--- config.mk ---
export PLATFORM = sky130hd
export DESIGN_NAME = ncap_host
export DESIGN_NICKNAME = d
export VERILOG_FILES = /design/src/ncap_host.v
export VERILOG_INCLUDE_DIRS = /design/src /design/src/src
export SDC_FILE = /design/constraint.sdc
export NUM_CORES = 1
export LEC_CHECK = 0
export ABC_AREA = 0
export CAP_MARGIN = 20
export CORE_ASPECT_RATIO = 1.1
export CORE_MARGIN = 3
export CORE_UTILIZATION = 45
export DETAILED_ROUTE_END_ITERATION = 10
export DONT_BUFFER_PORTS = 1
export SKIP_CTS_REPAIR_TIMING = 1
export SLEW_MARGIN = 30
export SYNTH_ARGS = -nofsm -noshare
export SYNTH_HDL_FRONTEND = slang
export SYNTH_SLANG_ARGS = --single-unit
--- constraint.sdc ---
create_clock -name ref_clk -period 5.65 [get_ports ref_clk]
set_clock_uncertainty 0.1 [all_clocks]
set_input_delay 0.565 -clock ref_clk [delete_from_list [all_inputs] [get_ports ref_clk]]
set_output_delay 0.565 -clock ref_clk [all_outputs]
set_load 0.005 [all_outputs]
--- src/ncap_defines.vh ---
`ifndef NCAP_DEFINES_VH
`define NCAP_DEFINES_VH

`define NCAP_CMD_READ_SETUP   8'h00
`define NCAP_CMD_READ_CONFIRM 8'h30
`define NCAP_CMD_TP_RAND_RD   8'h06
`define NCAP_CMD_RAND_CONFIRM 8'he0
`define NCAP_CMD_STATUS       8'h70
`define NCAP_ADDR_CYCLES      3'h5
`define NCAP_ROW_ADDR_CYCLES  3'h3
`define NCAP_COL_ADDR_CYCLES  3'h2
`define NCAP_STROBE_TICKS     4'h3
`define NCAP_PLANE_BIT_X8     6
`define NCAP_PLANE_BIT_X16    6
// 60 ns write-to-busy and write-to-read gap in 10 ns clock cycles
`define NCAP_WAIT_CYC         4'h6
`define NCAP_LAST_COL_X8      12'h83f
`define NCAP_LAST_COL_X16     12'h41f
`define NCAP_OP_READ          2'h0
`define NCAP_OP_TWO_PLANE     2'h1
`define NCAP_OP_SELECT        2'h2
`define NCAP_OP_DATA          2'h3
`define NCAP_BUS_X16          1'b1

`endif

--- src/ncap_host.v ---
// What this block does
// - Command cycles raise command qualifier, strobe latches
// - Address cycles raise address qualifier, strobe latches
// - x8 address: five bytes, column then row
// - x16 address: five cycles, upper lanes low
// - Unused address bit positions held low
// - Data out: qualifiers low, write strobe high
// - Page read: setup, five addresses, confirm
// - Two-plane read: two setups, addresses, confirm
// - Two-plane addresses differ only in plane bit
// - Plane chosen by two-plane random read codes
// - Only defined command codes are issued
// - Column changes stay inside loaded page
`timescale 1ns/1ps
`include "ncap_defines.vh"
module ncap_host (
    ref_clk,
    rst_n,
    op_valid,
    op_code,
    op_bus_x16,
    op_col,
    op_row,
    op_plane,
    op_ready,
    rd_data,
    rd_valid,
    cmd_latch,
    addr_latch,
    chip_en_n,
    write_strobe_n,
    read_strobe_n,
    io_out,
    io_oe,
    io_in,
    ready_busy_n
);
    input              ref_clk;
    input              rst_n;
    input              op_valid;
    input      [1:0]   op_code;
    input              op_bus_x16;
    input      [11:0]  op_col;
    input      [16:0]  op_row;
    input              op_plane;
    output reg         op_ready;
    output reg [15:0]  rd_data;
    output reg         rd_valid;
    output reg         cmd_latch;
    output reg         addr_latch;
    output reg         chip_en_n;
    output reg         write_strobe_n;
    output reg         read_strobe_n;
    output reg [15:0]  io_out;
    output reg         io_oe;
    input      [15:0]  io_in;
    input              ready_busy_n;

    localparam ST_IDLE  = 4'h0;
    localparam ST_CMD   = 4'h1;
    localparam ST_ADDR  = 4'h2;
    localparam ST_CMD2  = 4'h3;
    localparam ST_ADDR2 = 4'h4;
    localparam ST_CONF  = 4'h5;
    localparam ST_BUSY  = 4'h6;
    localparam ST_READ  = 4'h7;
    localparam ST_WAIT  = 4'h8;

    reg [3:0]  state_q;
    reg [2:0]  phase_q;
    reg [3:0]  tick_q;
    reg [2:0]  acyc_q;
    reg [1:0]  op_q;
    reg        x16_q;
    reg [11:0] col_q;
    reg [16:0] row_q;
    reg        plane_q;
    reg        second_q;
    reg [7:0]  abyte;
    reg [7:0]  ccode;
    reg [16:0] row_eff;
    reg [11:0] col_page;
    reg [11:0] rcol_q;
    reg        need_sel_q;
    reg        page_end;
    reg        refuse;

    // Plane bit forced into the row per bus width; both sets share all else
    always @*
    begin
        row_eff = row_q;
        if (x16_q)
            row_eff[`NCAP_PLANE_BIT_X16] = plane_q ^ second_q;
        else
            row_eff[`NCAP_PLANE_BIT_X8] = plane_q ^ second_q;
    end

    // Columns past the page end are clamped so a column move never leaves the page
    always @*
    begin
        col_page = op_col;
        if (op_bus_x16)
        begin
            if (op_col > `NCAP_LAST_COL_X16)
                col_page = `NCAP_LAST_COL_X16;
        end
        else if (op_col > `NCAP_LAST_COL_X8)
            col_page = `NCAP_LAST_COL_X8;
    end

    // Data words are refused until a plane is picked, and past the page end
    always @*
    begin
        page_end = x16_q ? (rcol_q > `NCAP_LAST_COL_X16) : (rcol_q > `NCAP_LAST_COL_X8);
        refuse   = (op_code == `NCAP_OP_DATA) && (need_sel_q || page_end);
    end

    // Address byte per cycle; unused positions zero
    always @*
    begin
        case (acyc_q)
            3'h0: abyte = col_q[7:0];
            3'h1: abyte = x16_q ? {5'h00, col_q[10:8]} : {4'h0, col_q[11:8]};
            3'h2: abyte = row_eff[7:0];
            3'h3: abyte = row_eff[15:8];
            3'h4: abyte = {7'h00, row_eff[16]};
            default: abyte = 8'h00;
        endcase
    end

    // Read codes only: erase and copy-back sequences are never issued
    always @*
    begin
        case (state_q)
            ST_CMD, ST_CMD2: ccode = (op_q == `NCAP_OP_SELECT) ? `NCAP_CMD_TP_RAND_RD : `NCAP_CMD_READ_SETUP;
            ST_CONF:         ccode = (op_q == `NCAP_OP_SELECT) ? `NCAP_CMD_RAND_CONFIRM
                                                            : `NCAP_CMD_READ_CONFIRM;
            default:         ccode = 8'h00;
        endcase
    end

    always @(posedge ref_clk)
    begin
        if (!rst_n)
        begin
            state_q        <= ST_IDLE;
            phase_q        <= 3'h0;
            tick_q         <= 4'h0;
            acyc_q         <= 3'h0;
            op_q           <= 2'h0;
            x16_q          <= 1'b0;
            col_q          <= 12'h000;
            row_q          <= 17'h00000;
            plane_q        <= 1'b0;
            second_q       <= 1'b0;
            rcol_q         <= 12'h000;
            need_sel_q     <= 1'b0;
            op_ready       <= 1'b0;
            rd_data        <= 16'h0000;
            rd_valid       <= 1'b0;
            cmd_latch      <= 1'b0;
            addr_latch     <= 1'b0;
            chip_en_n      <= 1'b1;
            write_strobe_n <= 1'b1;
            read_strobe_n  <= 1'b1;
            io_out         <= 16'h0000;
            io_oe          <= 1'b0;
        end
        else
        begin
            rd_valid <= 1'b0;
            case (state_q)
                ST_IDLE:
                begin
                    cmd_latch  <= 1'b0;
                    addr_latch <= 1'b0;
                    io_oe      <= 1'b0;
                    op_ready   <= ready_busy_n;
                    // Refused requests are dropped with op_ready left high
                    if (op_valid && op_ready && ready_busy_n && !refuse)
                    begin
                        op_ready  <= 1'b0;
                        op_q      <= op_code;
                        x16_q     <= op_bus_x16;
                        col_q     <= col_page;
                        // The column mirror restarts where the device restarts its column
                        if (op_code != `NCAP_OP_DATA)
                            rcol_q <= col_page;
                        row_q     <= op_row;
                        plane_q   <= op_plane;
                        second_q  <= 1'b0;
                        acyc_q    <= 3'h0;
                        phase_q   <= 3'h0;
                        tick_q    <= 4'h0;
                        chip_en_n <= 1'b0;
                        state_q   <= (op_code == `NCAP_OP_DATA) ? ST_READ : ST_CMD;
                    end
                end
                ST_CMD, ST_CMD2, ST_CONF, ST_ADDR, ST_ADDR2:
                begin
                    // Each bus cycle: setup, strobe low, strobe high latches
                    tick_q <= tick_q + 4'h1;
                    if (tick_q == 4'h0)
                    begin
                        io_oe      <= 1'b1;
                        cmd_latch  <= (state_q == ST_CMD) || (state_q == ST_CMD2) || (state_q == ST_CONF);
                        addr_latch <= (state_q == ST_ADDR) || (state_q == ST_ADDR2);
                        io_out     <= ((state_q == ST_ADDR) || (state_q == ST_ADDR2)) ? {8'h00, abyte}
                                                                                     : {8'h00, ccode};
                    end
                    else if (tick_q == 4'h1)
                        write_strobe_n <= 1'b0;
                    else if (tick_q == `NCAP_STROBE_TICKS)
                        write_strobe_n <= 1'b1;
                    else if (tick_q > `NCAP_STROBE_TICKS)
                    begin
                        tick_q <= 4'h0;
                        case (state_q)
                            ST_CMD:  state_q <= ST_ADDR;
                            ST_CMD2: state_q <= ST_ADDR2;
                            ST_ADDR, ST_ADDR2:
                            begin
                                acyc_q <= acyc_q + 3'h1;
                                if (acyc_q == `NCAP_ADDR_CYCLES - 3'h1)
                                begin
                                    acyc_q <= 3'h0;
                                    if (op_q == `NCAP_OP_TWO_PLANE && state_q == ST_ADDR)
                                    begin
                                        second_q <= 1'b1;
                                        state_q  <= ST_CMD2;
                                    end
                                    else
                                        state_q <= ST_CONF;
                                end
                            end
                            default: state_q <= (op_q == `NCAP_OP_SELECT) ? ST_WAIT : ST_BUSY;
                        endcase
                    end
                end
                ST_BUSY:
                begin
                    // Device pulls busy within a few cycles, then releases
                    cmd_latch <= 1'b0;
                    io_oe     <= 1'b0;
                    tick_q    <= (tick_q == 4'hf) ? tick_q : tick_q + 4'h1;
                    if (tick_q >= `NCAP_WAIT_CYC && ready_busy_n)
                    begin
                        state_q   <= ST_IDLE;
                        chip_en_n <= 1'b1;
                        need_sel_q <= (op_q == `NCAP_OP_TWO_PLANE);
                    end
                end
                ST_WAIT:
                begin
                    cmd_latch <= 1'b0;
                    io_oe     <= 1'b0;
                    tick_q    <= tick_q + 4'h1;
                    // A select only needs the write-to-read gap; the page is already loaded
                    if (tick_q >= `NCAP_WAIT_CYC)
                    begin
                        need_sel_q <= 1'b0;
                        state_q   <= ST_IDLE;
                        chip_en_n <= 1'b1;
                    end
                end
                ST_READ:
                begin
                    // One word per read strobe pulse; device advances the column
                    io_oe          <= 1'b0;
                    write_strobe_n <= 1'b1;
                    tick_q         <= tick_q + 4'h1;
                    if (tick_q == 4'h0)
                        read_strobe_n <= 1'b0;
                    else if (tick_q == `NCAP_STROBE_TICKS)
                    begin
                        read_strobe_n <= 1'b1;
                        rd_data       <= x16_q ? io_in : {8'h00, io_in[7:0]};
                        rd_valid      <= 1'b1;
                        rcol_q        <= rcol_q + 12'h001;
                        tick_q        <= 4'h0;
                        state_q       <= ST_IDLE;
                        chip_en_n     <= 1'b1;
                    end
                end
                default: state_q <= ST_IDLE;
            endcase
        end
    end
endmodule

==> flow_summary.html <==
<table>
<tr><th>Metric</th><th>Value</th></tr>
<tr><th colspan="2">Pwr</th></tr>
<tr><td>PwrDens</td><td>~460 mW/mm2</td></tr>
<tr><td>Fraction of power consumed by sequential logic</td><td>39.0%</td></tr>
<tr><td>Combinational share of power</td><td>between 30 and 40%</td></tr>
<tr><td>Clock power share</td><td>between 20 and 25%</td></tr>
<tr><td>Switching share of power</td><td>41.9%</td></tr>
<tr><td>Peak supply drop</td><td>165 uV</td></tr>
<tr><td>Leak Pwr</td><td>1.63 nW</td></tr>
<tr><td>P_sw</td><td>between 0.9 and 1 mW</td></tr>
<tr><td>Overall power of the completed layout</td><td>around 2.2 mW</td></tr>
<tr><td>Internal Dissipation</td><td>1.28 mW</td></tr>
<tr><th colspan="2">Synth</th></tr>
<tr><td>EDFF count, synth</td><td>0</td></tr>
<tr><td>Unique cell type count in the Yosys netlist</td><td>about 70</td></tr>
<tr><td>Dominant synthesized flop cell</td><td>sky130_fd_sc_hd__dfxtp_1</td></tr>
<tr><td>FF+latch count, synth</td><td>~90</td></tr>
<tr><td>Most instantiated cells after synthesis</td><td>sky130_fd_sc_hd__nand2_1, sky130_fd_sc_hd__dfxtp_1, sky130_fd_sc_hd__a21oi_1, sky130_fd_sc_hd__nor2_1, sky130_fd_sc_hd__o21ai_0</td></tr>
<tr><td>Share of async-settable or async-resettable flops after synthesis</td><td>0%</td></tr>
<tr><td>Syn Area/Cell</td><td>7.81 um2</td></tr>
<tr><td>Top-count cell post-synth</td><td>sky130_fd_sc_hd__nand2_1</td></tr>
<tr><td>Library cell occupying the most area in the post-synthesis netlist</td><td>sky130_fd_sc_hd__dfxtp_1</td></tr>
<tr><td>Area of the mapped netlist</td><td>roughly 0.0046 mm2</td></tr>
<tr><td>Post-synth top area share</td><td>38.4%</td></tr>
<tr><td>Sequential area share after synthesis</td><td>between 30% and 40%</td></tr>
<tr><td>Warning count from the yosys run</td><td>0</td></tr>
<tr><td>Count of mapped cells out of synthesis</td><td>595</td></tr>
<tr><td>Cells taking the most area after synthesis</td><td>sky130_fd_sc_hd__dfxtp_1, sky130_fd_sc_hd__a21oi_1, sky130_fd_sc_hd__nand2_1, sky130_fd_sc_hd__o21ai_0, sky130_fd_sc_hd__nor2_1</td></tr>
<tr><th colspan="2">Floorplanning</th></tr>
<tr><td>Standard-cell rows</td><td>38</td></tr>
<tr><td>Initial Utilization</td><td>a little under half</td></tr>
<tr><td>Full die area</td><td>between 0.01 and 0.015 mm2</td></tr>
<tr><td>Floorplan die height</td><td>between 100 and 150 um</td></tr>
<tr><td>I/O pin cnt</td><td>between 90 and 100</td></tr>
<tr><td>Placeable core region</td><td>between 0.009 and 0.01 mm2</td></tr>
<tr><td>Horizontal die dimension</td><td>about 100 um</td></tr>
<tr><th colspan="2">Critical path</th></tr>
<tr><td>Type of the setup path with the least slack</td><td>flop to flop</td></tr>
<tr><td>Reg2reg end</td><td>rcol_q[0]</td></tr>
<tr><td>Worst R2R Setup Slack</td><td>between 2 and 3 ns</td></tr>
<tr><td>CP Cell Sequence</td><td>and4b_1 -&gt; a21oi_1 -&gt; a211o_1 -&gt; or3_1 -&gt; a31oi_1</td></tr>
<tr><td>Crit Path Max Fanout</td><td>22</td></tr>
<tr><td>R2R depth</td><td>5</td></tr>
<tr><td>Endpoint class of the critical path</td><td>flop</td></tr>
<tr><td>Slowest cell on the critical path</td><td>sky130_fd_sc_hd__dfxtp_1</td></tr>
<tr><td>Critical path's largest stage delay</td><td>0.85 ns</td></tr>
<tr><td>RR Startpoint</td><td>state_q[2]</td></tr>
<tr><td>Worst path required time</td><td>between 5 and 6 ns</td></tr>
<tr><td>Arrival time of data at the critical path endpoint</td><td>about 3.2 ns</td></tr>
<tr><td>Kind of start point of the critical path</td><td>flop</td></tr>
<tr><th colspan="2">Placement</th></tr>
<tr><td>Input/output buffers</td><td>0</td></tr>
<tr><td>Global placement routability congestion</td><td>slightly below 0.9</td></tr>
<tr><td>Worst slack after detailed placement</td><td>between 2 and 3 ns</td></tr>
<tr><td>Post-DP HPWL</td><td>8460 um</td></tr>
<tr><th colspan="2">CTS</th></tr>
<tr><td>Total clock sinks</td><td>approximately 90</td></tr>
<tr><td>Clock slew seen by the registers of the worst setup and hold paths</td><td>about 0.1 ns</td></tr>
<tr><td>Clock Tree Buf Depth</td><td>2</td></tr>
<tr><td>CTS Buf Count</td><td>9</td></tr>
<tr><td>CTS tree</td><td>built</td></tr>
<tr><td>Later-pin clock latency in the skew report</td><td>about 0.36 ns</td></tr>
<tr><td>CTS root buffer</td><td>sky130_fd_sc_hd__clkbuf_8</td></tr>
<tr><td>Maximum level of the CTS H-tree</td><td>3</td></tr>
<tr><th colspan="2">STA</th></tr>
<tr><td>Shortest clock period the worst path allows after layout</td><td>between 2 and 3 ns</td></tr>
<tr><td>Tcrit/Tclk final</td><td>~53%</td></tr>
<tr><td>Fin. Hold Viols</td><td>0</td></tr>
<tr><td>Worst setup margin</td><td>approximately 2.7 ns</td></tr>
<tr><td>Setup Total Neg Slack</td><td>0 ns</td></tr>
<tr><td>Worst-Margin Slew</td><td>around 0.83 ns</td></tr>
<tr><td>Highest attainable clock frequency</td><td>around 330 MHz</td></tr>
<tr><td>Normalized max-slew margin</td><td>about 45%</td></tr>
<tr><td>RSZ-0062 raised after global routing</td><td>no</td></tr>
<tr><td>Max Transition Viols Final</td><td>0</td></tr>
<tr><td>Number of endpoints failing setup at the final stage</td><td>0</td></tr>
<tr><th colspan="2">Global route</th></tr>
<tr><td>Total global routing track utilization</td><td>about a fifth</td></tr>
<tr><td>Remaining Overflow, GRT</td><td>0</td></tr>
<tr><td>Global-route wire length before repair</td><td>roughly 20000 um</td></tr>
<tr><td>Pin count of the biggest net entering global routing</td><td>63</td></tr>
<tr><td>Initial antenna violation count</td><td>0</td></tr>
<tr><td>Number of global-route vias before repair</td><td>3957</td></tr>
<tr><th colspan="2">Flow run</th></tr>
<tr><td>Max-capacitance violation count</td><td>0</td></tr>
<tr><th colspan="2">Drt</th></tr>
<tr><td>DRC violation count after routing</td><td>0</td></tr>
<tr><td>Total number of vias</td><td>4190</td></tr>
<tr><td>Length of routed wiring on met1</td><td>between 5000 and 6000 um</td></tr>
<tr><td>Via/cell ratio</td><td>a little over 6</td></tr>
<tr><td>Highest metal layer with signal wires</td><td>met4</td></tr>
<tr><td>Drt pass-1 iters</td><td>5</td></tr>
<tr><td>Met2 routed WL</td><td>approximately 5600 um</td></tr>
<tr><td>Total wire length after detailed routing</td><td>12000 um</td></tr>
<tr><td>Remaining antenna violation count</td><td>0</td></tr>
<tr><td>DRT iter0 DRCs</td><td>about 180</td></tr>
<tr><td>Average routed wire per standard cell</td><td>~17 um</td></tr>
<tr><td>Detail Route met3 WL</td><td>about 820 um</td></tr>
<tr><th colspan="2">Status</th></tr>
<tr><td>Result of the run</td><td>complete, no violations</td></tr>
<tr><th colspan="2">Layout</th></tr>
<tr><td>Fillers</td><td>approximately 1000</td></tr>
<tr><td>Synth-to-Final Area Change</td><td>3.93%</td></tr>
<tr><td>Number of antenna cells inserted</td><td>0</td></tr>
<tr><td>Proportion of layout cells with a drive suffix above 1</td><td>7.02%</td></tr>
<tr><td>Util after Layout</td><td>between 40% and 50%</td></tr>
<tr><td>Final layout net count</td><td>628</td></tr>
<tr><th colspan="2">Hold path</th></tr>
<tr><td>WHS Endpoint</td><td>write_strobe_n</td></tr>
<tr><td>Worst Hold Class</td><td>primary input to flop</td></tr>
<tr><td>Hold Crit Start</td><td>rst_n</td></tr>
<tr><td>Number of instances on the worst hold path</td><td>1</td></tr>
</table>
==> sequential cells by signal, indices dropped and copies added (netlist names), 2 cells and up <==
signal   flops
acyc_q       3
col_q       12
io_out       8
op_q         2
rcol_q      12
rd_data     16
row_q       16
state_q      4
tick_q       4
==> area by class of cell <==
cell class,instances,area [um2],area share [%]
clock inverters,7,96.3,2.00
clock buffers,9,124,2.57
inverters,13,51.3,1.06
repair buffers,3,26.3,0.544
well taps,120,150,3.11
flip-flops and latches,89,1780,36.9
multi-input cells,449,2600,53.8
==> placed cells by master (no fill, tap or decap), types with 3 or more instances in the layout <==
cell / n
sky130_fd_sc_hd__a211oi_1: 4
sky130_fd_sc_hd__conb_1: 8
sky130_fd_sc_hd__o221a_2: 3
sky130_fd_sc_hd__nand3b_1: 3
sky130_fd_sc_hd__nor3_1: 12
sky130_fd_sc_hd__and2_1: 4
sky130_fd_sc_hd__a21oi_1: 81
sky130_fd_sc_hd__a21o_1: 4
sky130_fd_sc_hd__a31oi_1: 6
sky130_fd_sc_hd__ha_1: 10
sky130_fd_sc_hd__mux2i_1: 7
sky130_fd_sc_hd__inv_1: 12
sky130_fd_sc_hd__nor4_1: 7
sky130_fd_sc_hd__nor2_1: 41
sky130_fd_sc_hd__nand3_1: 27
sky130_fd_sc_hd__clkbuf_8: 9
sky130_fd_sc_hd__o211ai_1: 6
sky130_fd_sc_hd__dfxtp_1: 89
sky130_fd_sc_hd__nand2_1: 108
sky130_fd_sc_hd__nor2b_1: 7
sky130_fd_sc_hd__and3_1: 4
sky130_fd_sc_hd__inv_8: 3
sky130_fd_sc_hd__a222oi_1: 8
sky130_fd_sc_hd__o21ai_0: 34
sky130_fd_sc_hd__nand4_1: 3
sky130_fd_sc_hd__o22ai_1: 4
sky130_fd_sc_hd__or3_1: 4
sky130_fd_sc_hd__o211a_1: 3
==> per-layer routing <==
metal	GRT usage (%)	up-vias
met4	8.46	0
met1	28.0	1973
li1	-	2056
met3	5.47	25
met5	0	-
met2	32.4	136
==> cell families after synthesis <==
group           count (synthesis)  share of synthesized area, %
xor+xnor                        3                         0.566
flops                          89                          38.4
mux                             7                          1.51
fa+ha+maj                      10                          2.69
compound gates                182                          25.0
buf+inv                        64                          6.65
other cells                     1                        0.0807
simple gates                  239                          25.2
==> critical path, delay by kind of cell, from the launching register on <==
kind,cells,cell delay [ns]
compound gates,3,0.87
simple gates,2,1.10
flops,1,0.85
==> power groups by stage <==
stage | combinational (mW) | clock, mW | sequential (mW)
finish | 0.848 | 0.493 | 0.856
global route | 0.943 | 0.530 | 0.875
CTS | 0.843 | 0.502 | 0.852
detailed placement | 0.839 | 0 | 0.867
global placement | 0.822 | 0 | 0.863
floorplan | 0.766 | 0 | 0.796
==> metrics by stage <==
stage	instances	hold WS, ns	instance area [um2]
2_1_floorplan	602	0.331	4670
3_3_place_gp	673	0.349	4590
3_5_place_dp	673	0.351	4590
4_1_cts	689	0.145	4810
5_1_grt	690	0.145	4830
6_report	690	0.163	4830
==> worst max-delay path by stage <==
stage                 end       start  slack (ns)  depth (start not counted)
3_5_place_dp   state_q[0]  state_q[2]        2.67                          4
6_report        rcol_q[0]  state_q[2]        2.66                          5
5_1_grt         rcol_q[0]  state_q[2]        2.51                          5
4_1_cts        state_q[0]  state_q[2]        2.68                          4
2_1_floorplan   io_out[0]   acyc_q[2]        3.53                          9
3_3_place_gp   state_q[0]  state_q[2]        2.73                          4
(Power assumes the default switching activity.)
